==> src/core/arb_params.svh <==
// Summary of operation
// - Mode 0: bus request driven high
// - Modes 1-3: bus request driven low
// - Mode 0: high grant permits taking bus
// - Modes 1-3: low grant permits taking bus
// - Grant lost: release at cycle boundary
// - Unused grant passes down chain low
// - Wait for busy high before taking
// - Hold busy low while owning bus
// - Drive busy high, then release line
// - Mode inputs decode as two-bit value
// - Interrupt pending drives open-drain low
// - Low acknowledge input means acknowledge cycle
`ifndef ARB_PARAMS_SVH
`define ARB_PARAMS_SVH
`define MODE_HIGH_ACTIVE 2'h0
`define MODE_W           2
`endif

==> src/core/arb_pkg.sv <==
package arb_pkg;
   typedef enum logic [3:0] {
      ST_IDLE = 4'h1,
      ST_WAIT = 4'h2,
      ST_OWN  = 4'h4,
      ST_END  = 4'h8
   } arb_state_t;
endpackage : arb_pkg

==> src/core/host_bus_arbiter.sv <==
`timescale 1ns/1ps
`include "arb_params.svh"
module host_bus_arbiter (
   // Clock and reset
   input  wire logic clk_sys,
   input  wire logic rst,
   input  wire logic clk_en,
   // Mode straps
   input  wire logic mode_select_lsb,
   input  wire logic mode_select_msb,
   // DMA side
   input  wire logic dma_req,
   input  wire logic dma_cycle_end,
   output logic      dma_granted,
   // Host arbitration pins
   output logic      bus_request_out,
   input  wire logic bus_grant_in,
   output logic      chain_enable_out,
   // Shared busy line, open drain
   input  wire logic busy_in_n,
   output logic      busy_out,
   output logic      busy_oe,
   // Interrupt pins
   input  wire logic irq_pending,
   output logic      irq_out,
   output logic      irq_oe,
   input  wire logic irq_ack_in_n,
   output logic      irq_ack_cycle
);
   ////////////////////////////////////////////////////////////////////
   logic [`MODE_W-1:0]   mode_r;
   logic                 mode_valid_r;
   arb_pkg::arb_state_t  state_r;
   arb_pkg::arb_state_t  state_nxt;
   logic                 grant_ok;
   logic                 high_mode;
   logic                 strap_high;
   logic                 request_nxt;
   logic                 busy_out_nxt;
   logic                 busy_oe_nxt;
   logic                 granted_nxt;
   logic                 chain_nxt;

   // Straps follow the pins while reset is held, so the handshake
   // levels are right from the first edge after release
   // Later strap changes are not supported
   // Two-bit mode decode
   always_ff @(posedge clk_sys) begin
      if (rst) begin
         mode_valid_r <= 1'b0;
         mode_r       <= {mode_select_msb, mode_select_lsb};
      end else if (clk_en && !mode_valid_r) begin
         mode_valid_r <= 1'b1;
         mode_r       <= {mode_select_msb, mode_select_lsb};
      end
   end

   // Only mode 0 uses active-high handshakes
   always_comb begin
      case (mode_r)
         `MODE_HIGH_ACTIVE: begin
            high_mode = 1'b1;
         end
         default: begin
            high_mode = 1'b0;
         end
      endcase
   end

   // Live strap level, used only for the request pin during reset
   assign strap_high = ({mode_select_msb, mode_select_lsb} ==
                        `MODE_HIGH_ACTIVE);

   assign grant_ok  = high_mode ? bus_grant_in : ~bus_grant_in;

   ////////////////////////////////////////////////////////////////////
   always_comb begin
      state_nxt = state_r;
      case (state_r)
         arb_pkg::ST_IDLE: begin
            if (dma_req && mode_valid_r) begin
               state_nxt = arb_pkg::ST_WAIT;
            end
         end
         arb_pkg::ST_WAIT: begin
            if (!dma_req) begin
               state_nxt = arb_pkg::ST_IDLE;
            end else if (grant_ok && busy_in_n) begin
               state_nxt = arb_pkg::ST_OWN;
            end
         end
         arb_pkg::ST_OWN: begin
            if (dma_cycle_end && (!grant_ok || !dma_req)) begin
               state_nxt = arb_pkg::ST_END;
            end
         end
         arb_pkg::ST_END: begin
            state_nxt = arb_pkg::ST_IDLE;
         end
         default: begin
            state_nxt = arb_pkg::ST_IDLE;
         end
      endcase
   end

   always_ff @(posedge clk_sys) begin
      if (rst) begin
         state_r <= arb_pkg::ST_IDLE;
      end else if (clk_en) begin
         state_r <= state_nxt;
      end
   end

   ////////////////////////////////////////////////////////////////////
   // Pin levels are decoded from the next state so that the pins and
   // the state register change on the same edge
   always_comb begin
      request_nxt  = 1'b0;
      busy_out_nxt = 1'b1;
      busy_oe_nxt  = 1'b0;
      granted_nxt  = 1'b0;
      case (state_nxt)
         arb_pkg::ST_IDLE: begin
            request_nxt = 1'b0;
         end
         arb_pkg::ST_WAIT: begin
            request_nxt = 1'b1;
         end
         arb_pkg::ST_OWN: begin
            request_nxt  = 1'b1;
            busy_out_nxt = 1'b0;
            busy_oe_nxt  = 1'b1;
            granted_nxt  = 1'b1;
         end
         // Busy driven high for one cycle before the line is let go
         arb_pkg::ST_END: begin
            busy_oe_nxt = 1'b1;
         end
         default: begin
            request_nxt = 1'b0;
         end
      endcase
   end

   always_ff @(posedge clk_sys) begin
      if (rst) begin
         bus_request_out <= ~strap_high;
      end else if (clk_en) begin
         if (request_nxt) begin
            bus_request_out <= high_mode;
         end else begin
            bus_request_out <= ~high_mode;
         end
      end
   end

   // Grant is handed on only from idle: once a transfer has started,
   // passing it down could put two masters on the bus
   // Pass unused grant down
   assign chain_nxt = mode_valid_r && grant_ok && !dma_req &&
                      (state_r == arb_pkg::ST_IDLE);

   always_ff @(posedge clk_sys) begin
      if (rst) begin
         chain_enable_out <= 1'b1;
      end else if (clk_en) begin
         chain_enable_out <= ~chain_nxt;
      end
   end

   // Busy low while owner, high pulse on release
   always_ff @(posedge clk_sys) begin
      if (rst) begin
         busy_out    <= 1'b1;
         busy_oe     <= 1'b0;
         dma_granted <= 1'b0;
      end else if (clk_en) begin
         busy_out    <= busy_out_nxt;
         busy_oe     <= busy_oe_nxt;
         dma_granted <= granted_nxt;
      end
   end

   ////////////////////////////////////////////////////////////////////
   // Interrupt request and acknowledge
   always_ff @(posedge clk_sys) begin
      if (rst) begin
         irq_out       <= 1'b0;
         irq_oe        <= 1'b0;
         irq_ack_cycle <= 1'b0;
      end else if (clk_en) begin
         irq_out       <= 1'b0;
         irq_oe        <= irq_pending;
         irq_ack_cycle <= ~irq_ack_in_n;
      end
   end
endmodule : host_bus_arbiter

==> config.mk <==
export PLATFORM = sky130hd
export DESIGN_NAME = host_bus_arbiter
export DESIGN_NICKNAME = d
export VERILOG_FILES = /design/src/core/arb_pkg.sv /design/src/core/host_bus_arbiter.sv
export VERILOG_INCLUDE_DIRS = /design/src /design/src/core
export SDC_FILE = /design/constraint.sdc
export NUM_CORES = 1
export LEC_CHECK = 0
export BUFFER_PORTS_ARGS = -buffer_cell sky130_fd_sc_hd__buf_2
export CAP_MARGIN = 20
export CELL_PAD_IN_SITES_DETAIL_PLACEMENT = 0
export CELL_PAD_IN_SITES_GLOBAL_PLACEMENT = 1
export CORE_MARGIN = 2
export CORE_UTILIZATION = 33
export CTS_CLUSTER_DIAMETER = 30
export DETAILED_ROUTE_END_ITERATION = 12
export PLACE_DENSITY_LB_ADDON = 0.1
export SLEW_MARGIN = 10
export SYNTH_ARGS = -nofsm -noshare
export SYNTH_HDL_FRONTEND = slang
export SYNTH_SLANG_ARGS = --single-unit
==> constraint.sdc <==
create_clock -name clk_sys -period 1.5 [get_ports clk_sys]
set_input_delay 0 -clock clk_sys [delete_from_list [all_inputs] [get_ports clk_sys]]
set_output_delay 0 -clock clk_sys [all_outputs]
set_load 0.02 [all_outputs]
==> results.toml, run 1 <==
[logic_synthesis]
ys_dominant_reg_cell = "sky130_fd_sc_hd__dfxtp_1"
synth.cells.most_frequent = "11 x sky130_fd_sc_hd__dfxtp_1, 10 x sky130_fd_sc_hd__nor2_1, 6 x sky130_fd_sc_hd__nor3_1"
yosys.cell_count.top_type = "sky130_fd_sc_hd__dfxtp_1"
yosys_register_bits = 14
synth.yosys.seq_area_share = 0.4610
syn_avg_cell_area_sq_um = 9.616
mappedNetlistNets = 81
syn-instance-count = 70
synthArstFlopShare = 0
yosys-top-cells-area = "sky130_fd_sc_hd__dfxtp_1 33%, sky130_fd_sc_hd__edfxtp_1 13%, sky130_fd_sc_hd__nor2_1 5.6%"
synth_edf_count = 3
mappedNetlistArea_sq_um = 673.1
ys.warnings.count = 0
synth.distinct_cells = 35
synth_top_area_share = 0.3271
post-synth-top-area-cell = "sky130_fd_sc_hd__dfxtp_1"

[die]
die_height_um = 49.17
core.rowCount = 16
die_width_um = 49.17
die_area_sq_um = 2417
placeableCoreArea_sq_um = 1942
num_io_pins = 19
initial_utilization = 0.3466

[global_route]
grt_first_pass_wirelength_mm = 2.842
grt_usage = 0.1525
initial_antenna_violation_count = 0
met2_usage = 0.2500
first_global_vias = 668
globalRouteMet3Util = 0.02761
grt_overflow_total = 0
use_met1 = 0.1985
grt_start_max_net_pins = 17
global_route.peak_usage_layer = "met2"

[critical_path]
critPathTopFamily = "simple AND/OR/NAND/NOR gates"
critical-path-slowest-cell = "sky130_fd_sc_hd__or4b_4"
timing.critical_path.slowest_cell_delay_ns = 0.56
critPathKind = "reg2reg"
cp-start-kind = "register"
crit_chain = "or4b_4, a311oi_4, a22o_1, nor3_2"
critical_path.n_buffers_inverters = 0
r2r_cells = 4
critical_path.endpoint_type = "register"
crit_path_start = "state_r[0]"
regToRegSetupSlack_ns = -0.13
crit_fanout = 3
critical_path_arrival_ns = 1.66
cp_data_required_time_ns = 1.53
r2r-end = "bus_request_out"
critical_path.reg2reg.startpoint = "state_r[0]"

[timing]
fmax_ghz = 0.6121
postLayoutSetupSlackWorst_ns = -0.1336
setup_repair_after_global_routing_missed_its_margin = "yes"
finalHoldViolations = 0
setup-tns-final_ns = -0.3186
finalCriticalPeriod_ns = 1.634
final_period_utilization = 1.089
final.setup_skew_ns = 0.001610
timing.final.max_slew_violations = 0
setup_viol = 4

[placement]
place.detailed.hpwl_mm = 1.111
buffer_ports.inserted = 17
gp_routability_congestion = 0.7657
post-place-cells = 125

[detailed_routing]
vias = 659
dr.pass1.iters = 4
totalWireLength_mm = 1.643
detail_route.wl_per_cell_um = 12.26
final_antenna_net_count = 0
ratio_of_routed_vias_to_standard_cells = 4.918
drc = 0
drtIter0Drc = 7

[clock_network]
tritoncts = "done"
numCtsBuffers = 3
insertion_delay_ns = 0.28
cts.reportedPaths.clkPinSlew_ns = 0.08
cts-root-buf = "sky130_fd_sc_hd__clkbuf_4"
clock_sink_count = 14
ctsLongestPathBuffers = 2
htree_num_levels = 1

[cells_and_area]
instances_no_fill = 134
finalCoreUtilization = 0.5296
antenna_cells_inserted = 0
fillers = 206
drive_above_1_share = 0.4673
finish.net_count = 119
post_synthesis_to_final_layout_area_growth_pct = 52.79

[power]
pwr_density_cell_nw_per_um2 = 849.3
cellLeakagePower_nw = 0.4413
total_design_power_w = 0.0008735
ir_drop_v = 0.0004969

[worst_hold_path]
timing.hold.worst_path_depth = 2
worst_hold_path_startpoint = "rst"
worst_hold_path.endpoint = "state_r[3]"
min_path_type = "in2reg"

[status]
failed_checks = "negative setup slack"
outcome = "finished, violations left"

[job]
maxCapViolations = 0
## per-stage QoR
step	hold WS (ns)	setup WS, ns	cell area [sq um]
final	0.07408	-0.1336	1028
after global routing	0.09626	-0.1962	1028
after CTS	0.06719	-0.1290	988.4
after detailed placement	0.1898	-0.1282	884.6
after global placement	0.1830	-0.1048	884.6
after floorplan	0.09852	-0.07172	675.6
## worst max path at each step
stage / to / slack, ns / depth (start not counted)
after floorplan: bus_request_out / -0.07 / 4
after global placement: bus_request_out / -0.10 / 4
after detailed placement: bus_request_out / -0.13 / 4
after CTS: bus_request_out / -0.13 / 4
after global routing: bus_request_out / -0.20 / 4
final: bus_request_out / -0.13 / 4
## layout by cell type, fill, tap and decap left out, drive strengths merged, types with 3 or more instances in the layout
cell type	instances
nor3	7
dfxtp	11
a211o	3
inv	4
a21oi	3
buf	32
dlygate4sd3	4
clkbuf	4
nor2	10
edfxtp	3
## area by class of cell
| cell class | instances | area (sq um) | area share |
|---|---|---|---|
| Clock buffer | 4 | 36.28 | 0.03528 |
| Multi-Input combinational cell | 49 | 384.1 | 0.3735 |
| Timing Repair Buffer | 36 | 245.2 | 0.2384 |
| Inverter | 4 | 15.01 | 0.01460 |
| Sequential cell | 14 | 314.1 | 0.3054 |
| Tap cell | 27 | 33.78 | 0.03285 |
## sequential cells by signal, indices dropped and copies added (netlist names)
name,flops
mode_r,2
busy_out,1
irq_oe,1
state_r,4
irq_ack_cycle,1
mode_valid_r,1
bus_request_out,1
busy_oe,1
dma_granted,1
chain_enable_out,1
## logic make-up (layout without fill, tap and decap cells)
group	Yosys count	count (layout)	synth area share
compound gates	19	19	0.2286
buf+inv	7	44	0.04460
flops	14	14	0.4610
mux	2	2	0.02974
other cells	1	1	0.005571
simple gates	27	27	0.2305
## power by group
part / leakage, nW / switching (W) / internal (W)
clock network: 0.0210 / 0.000121 / 0.000148
registers: 0.121 / 0.0000137 / 0.000409
logic: 0.300 / 0.0000918 / 0.0000906
total: 0.441 / 0.000226 / 0.000647
## layer usage
| metal | vias to the layer above | share of wire | wire, um |
|---|---|---|---|
| met2 | 16 | 0.47 | 766 |
| met5 | - | 0 | 0 |
| met3 | 4 | 0.033 | 54 |
| met1 | 303 | 0.49 | 799 |
| li1 | 336 | - | - |
| met4 | 0 | 0.014 | 23 |
## timing repair
action | in CTS | in global routing
endpoints found under the setup margin | 6 | 8
pin swaps | 3 | 6
endpoints found under the hold margin | 4 | 0
resized for setup | 3 | 8
buffers inserted | 1 | 0
hold buffers | 4 | 0
Power figures use the tool's default switching activity.
==> inputs of run 2 (changes only) <==
Settings changed: CORE_ASPECT_RATIO set to 1.1, CTS_CLUSTER_SIZE set to 8.
==> results.toml, run 2 (synthesis results as in run 1) <==
[status]
outcome = "finished, violations left"
failed_checks = "negative setup slack"

[power]
pwr_density_cell_nw_per_um2 = 803.7
total_design_power_w = 0.0008156
cellLeakagePower_nw = 0.4302
ir_drop_v = 0.0006164

[detailed_routing]
final_antenna_net_count = 0
totalWireLength_mm = 1.635
detail_route.wl_per_cell_um = 12.20
ratio_of_routed_vias_to_standard_cells = 4.963
drc = 0
vias = 665
drtIter0Drc = 7
dr.pass1.iters = 3

[timing]
hold_slack_ns = 0.07503
finalCriticalPeriod_ns = 1.663
finalHoldViolations = 0
fmax_ghz = 0.6014
timing.final.max_slew_violations = 0
postLayoutSetupSlackWorst_ns = -0.1628
final_period_utilization = 1.109
final.setup_skew_ns = 0.009710
setup_repair_after_global_routing_missed_its_margin = "yes"
setup_viol = 5

[die]
die_width_um = 47.06
core.rowCount = 17
placeableCoreArea_sq_um = 1957
initial_utilization = 0.3440
num_io_pins = 19
die_height_um = 51.37
die_area_sq_um = 2417

[placement]
place_worst_setup_slack_ns = -0.1380
post-place-cells = 125
place.detailed.hpwl_mm = 1.158
buffer_ports.inserted = 17
gp_routability_congestion = 0.8119

[cells_and_area]
mostFrequentLayoutCells = "17 x sky130_fd_sc_hd__buf_2, 12 x sky130_fd_sc_hd__buf_4, 10 x sky130_fd_sc_hd__nor2_1, 8 x sky130_fd_sc_hd__dfxtp_1, 6 x sky130_fd_sc_hd__nor3_1"
reg.largest.list = "state_r x4, mode_r x2"
post_synthesis_to_final_layout_area_growth_pct = 50.74
instances_no_fill = 134
antenna_cells_inserted = 0
fillers = 205
drive_above_1_share = 0.4528
largest-register = "state_r"
largest_reg_flops = 4
layout.cells.most_common = "sky130_fd_sc_hd__buf_2"
finish.net_count = 118

[global_route]
grt_usage = 0.1551
first_global_vias = 664
grt_first_pass_wirelength_mm = 2.711
initial_antenna_violation_count = 0
grt_start_max_net_pins = 17
grt_overflow_total = 0

[critical_path]
cp_data_required_time_ns = 1.53
regToRegSetupSlack_ns = -0.16
critical_path_arrival_ns = 1.69
critical_path.endpoint_type = "register"
cp-start-kind = "register"
crit_chain = "or4b_4, a311oi_4, a22o_1, nor3_2"
critical-path-slowest-cell = "sky130_fd_sc_hd__or4b_4"
critPathKind = "reg2reg"
crit_fanout = 3
timing.critical_path.slowest_cell_delay_ns = 0.57

[clock_network]
tritoncts = "done"
cts.reportedPaths.clkPinSlew_ns = 0.08
htree_num_levels = 1
cts-root-buf = "sky130_fd_sc_hd__clkbuf_4"
numCtsBuffers = 3
insertion_delay_ns = 0.27
ctsLongestPathBuffers = 2
clock_sink_count = 14

[worst_hold_path]
min_path_type = "in2reg"

[job]
maxCapViolations = 0
-- run 2: worst paths after layout --
kind / from / end / cells after the start
setup reg to reg: state_r[0] / bus_request_out / 4
setup / recovery: state_r[0] / bus_request_out / 4
hold reg to reg: chain_enable_out / chain_enable_out / 1
hold / removal: rst / state_r[3] / 2
-- run 2: critical path: cells and delay by family, from the launching register on --
family	cells	cell delay, ns
simple gates	2	0.61
compound gates	2	0.49
flops	1	0.33
-- run 2: timing repair --
item / in CTS / in global routing
hold buffers: 4 / 0
endpoints found under the setup margin: 5 / 7
pin swaps: 1 / 2
hold endpoints to repair: 4 / 0
resized for setup: 4 / 7
buffers inserted: 1 / 0
-- run 2: final cells by class --
type	count	area [sq um]	area share
clock buffers	4	26.28	0.02589
inverters	4	15.01	0.01480
multi-input cells	49	386.6	0.3810
flip-flops and latches	14	314.1	0.3095
well taps	28	35.03	0.03453
repair buffers	35	237.7	0.2343
-- run 2: metal layers --
| layer | GRT usage | part of all wire | up-vias |
|---|---|---|---|
| met5 | 0 | 0 | - |
| met1 | 0.1983 | 0.47 | 311 |
| met2 | 0.2420 | 0.47 | 16 |
| li1 | - | - | 336 |
| met4 | 0.07407 | 0.0061 | 0 |
| met3 | 0.03180 | 0.051 | 2 |
-- run 2: through the flow --
stage          instance area, sq um  setup TNS [ns]  utilization
2_1_floorplan                 675.6        -0.07172            -
3_3_place_gp                  878.3         -0.4144       0.4488
3_5_place_dp                  878.3         -0.4082       0.4488
4_1_cts                       977.2         -0.3844       0.4994
5_1_grt                        1015         -0.7819       0.5185
6_report                       1015         -0.4798       0.5185
-- run 2: power breakdown --
group	internal, W	switching [W]
Combinational	0.0000882	0.0000912
Sequential	0.000409	0.0000131
Clock	0.000103	0.000111
Total	0.000600	0.000215
==> inputs of run 3 (changes only) <==
Settings changed: SKIP_CTS_REPAIR_TIMING set to 1.
==> results.toml, run 3 (synthesis results as in run 1) <==
[clock_network]
cts.reportedPaths.clkPinSlew_ns = 0.08
numCtsBuffers = 3
clock_sink_count = 14
cts-root-buf = "sky130_fd_sc_hd__clkbuf_4"
htree_num_levels = 1
tritoncts = "done"
insertion_delay_ns = 0.27
ctsLongestPathBuffers = 2

[worst_hold_path]
worst_hold_path_startpoint = "rst"
worst_hold_path.endpoint = "state_r[3]"
min_path_type = "in2reg"
timing.hold.worst_path_depth = 2

[timing]
setup-tns-final_ns = -0.5267
final_period_utilization = 1.103
finalCriticalPeriod_ns = 1.654
finalHoldViolations = 0
setup_repair_after_global_routing_missed_its_margin = "yes"
postLayoutSetupSlackWorst_ns = -0.1540
fmax_ghz = 0.6046
timing.final.max_slew_violations = 0
setup_viol = 5
final.setup_skew_ns = 0.009792
hold_slack_ns = 0.07472

[detailed_routing]
dr.pass1.iters = 4
detail_route.wl_per_cell_um = 12.07
ratio_of_routed_vias_to_standard_cells = 4.800
drtIter0Drc = 13
drc = 0
totalWireLength_mm = 1.629
vias = 648
final_antenna_net_count = 0

[cells_and_area]
largest_reg_flops = 4
multi_input_area_sq_um = 379.1
antenna_cells_inserted = 0
register_area_sq_um = 314.1
fillers = 206
reg.largest.list = "state_r x4, mode_r x2"
post_synthesis_to_final_layout_area_growth_pct = 50.74
layout.cells.most_common = "sky130_fd_sc_hd__buf_2"
mostFrequentLayoutCells = "17 x sky130_fd_sc_hd__buf_2, 13 x sky130_fd_sc_hd__buf_4, 10 x sky130_fd_sc_hd__nor2_1, 8 x sky130_fd_sc_hd__dfxtp_1, 6 x sky130_fd_sc_hd__nor3_1"
finish.net_count = 119
drive_above_1_share = 0.4486
largest-register = "state_r"
instances_no_fill = 135

[critical_path]
regToRegSetupSlack_ns = -0.15
critPathKind = "reg2reg"
cp_data_required_time_ns = 1.53
critical_path.reg2reg.startpoint = "state_r[0]"
r2r-end = "bus_request_out"
critical_path.endpoint_type = "register"
cp-start-kind = "register"
critical_path_arrival_ns = 1.68
crit_path_start = "state_r[0]"
r2r_cells = 4
crit_fanout = 3

[power]
pwr-share-seq = 0.519
cellLeakagePower_nw = 0.4332
power.share.combinational = 0.218
pwr_density_cell_nw_per_um2 = 802.2
cell_internal_pwr_w = 0.0005997
share_clk_of_total_power = 0.263
total_design_power_w = 0.0008140
ir_drop_v = 0.0006172
total_switching_power_w = 0.0002144
power.share.switching = 0.2633

[die]
die_area_sq_um = 2417
initial_utilization = 0.3440
die_height_um = 51.37
num_io_pins = 19
die_width_um = 47.06
placeableCoreArea_sq_um = 1957
core.rowCount = 17

[placement]
post-place-cells = 125
buffer_ports.inserted = 17
gp_routability_congestion = 0.8119
place.detailed.hpwl_mm = 1.158

[global_route]
first_global_vias = 608
initial_antenna_violation_count = 0
grt_overflow_total = 0
grt_first_pass_wirelength_mm = 2.546
grt_start_max_net_pins = 17
grt_usage = 0.1468

[job]
maxCapViolations = 0

[status]
outcome = "finished, violations left"
failed_checks = "negative setup slack"
-- run 3: cell type report --
type,count,share of cell area
tap,28,0.03453
clock buffer,4,0.02589
sequential,14,0.3095
multi-input combinational,49,0.3736
timing repair buffer,36,0.2417
inverter,4,0.01480
-- run 3: power by group through the flow --
| stage | logic (W) | clock network (W) | registers (W) |
|---|---|---|---|
| final | 0.000177 | 0.000214 | 0.000423 |
| after floorplan | 0.0000671 | 0 | 0.000446 |
| after detailed placement | 0.000152 | 0 | 0.000431 |
| after global routing | 0.000195 | 0.000247 | 0.000425 |
| after global placement | 0.000153 | 0 | 0.000430 |
| after CTS | 0.000153 | 0.000229 | 0.000422 |
-- run 3: layer usage --
layer  GRT usage  share of wire  up-vias  wire [um]
li1            -              -      335          -
met1      0.1917           0.47      292        768
met2      0.2215           0.46       19        752
met3     0.03180          0.059        2         96
met4     0.07407         0.0061        0         10
met5           0              0        -          0
-- run 3: worst max path at each step --
stage,cells past startpoint,endpoint,slack [ns]
2_1_floorplan,4,bus_request_out,-0.07
3_3_place_gp,4,bus_request_out,-0.11
3_5_place_dp,4,bus_request_out,-0.14
4_1_cts,4,bus_request_out,-0.15
5_1_grt,4,bus_request_out,-0.19
6_report,4,bus_request_out,-0.15
-- run 3: worst max-delay path, stage by stage, from the launching register on --
cell and delay (ns):
sky130_fd_sc_hd__dfxtp_2 0.33, sky130_fd_sc_hd__or4b_4 0.56, sky130_fd_sc_hd__a311oi_4 0.29, sky130_fd_sc_hd__a22o_1 0.20
sky130_fd_sc_hd__nor3_2 0.04
-- run 3: stage by stage --
step	setup WS, ns	utilization	cell area, sq um
floorplan	-0.07172	-	675.6
global placement	-0.1055	0.4488	878.3
detailed placement	-0.1380	0.4488	878.3
CTS	-0.1502	0.4623	904.6
global route	-0.1938	0.5185	1015
finish	-0.1540	0.5185	1015
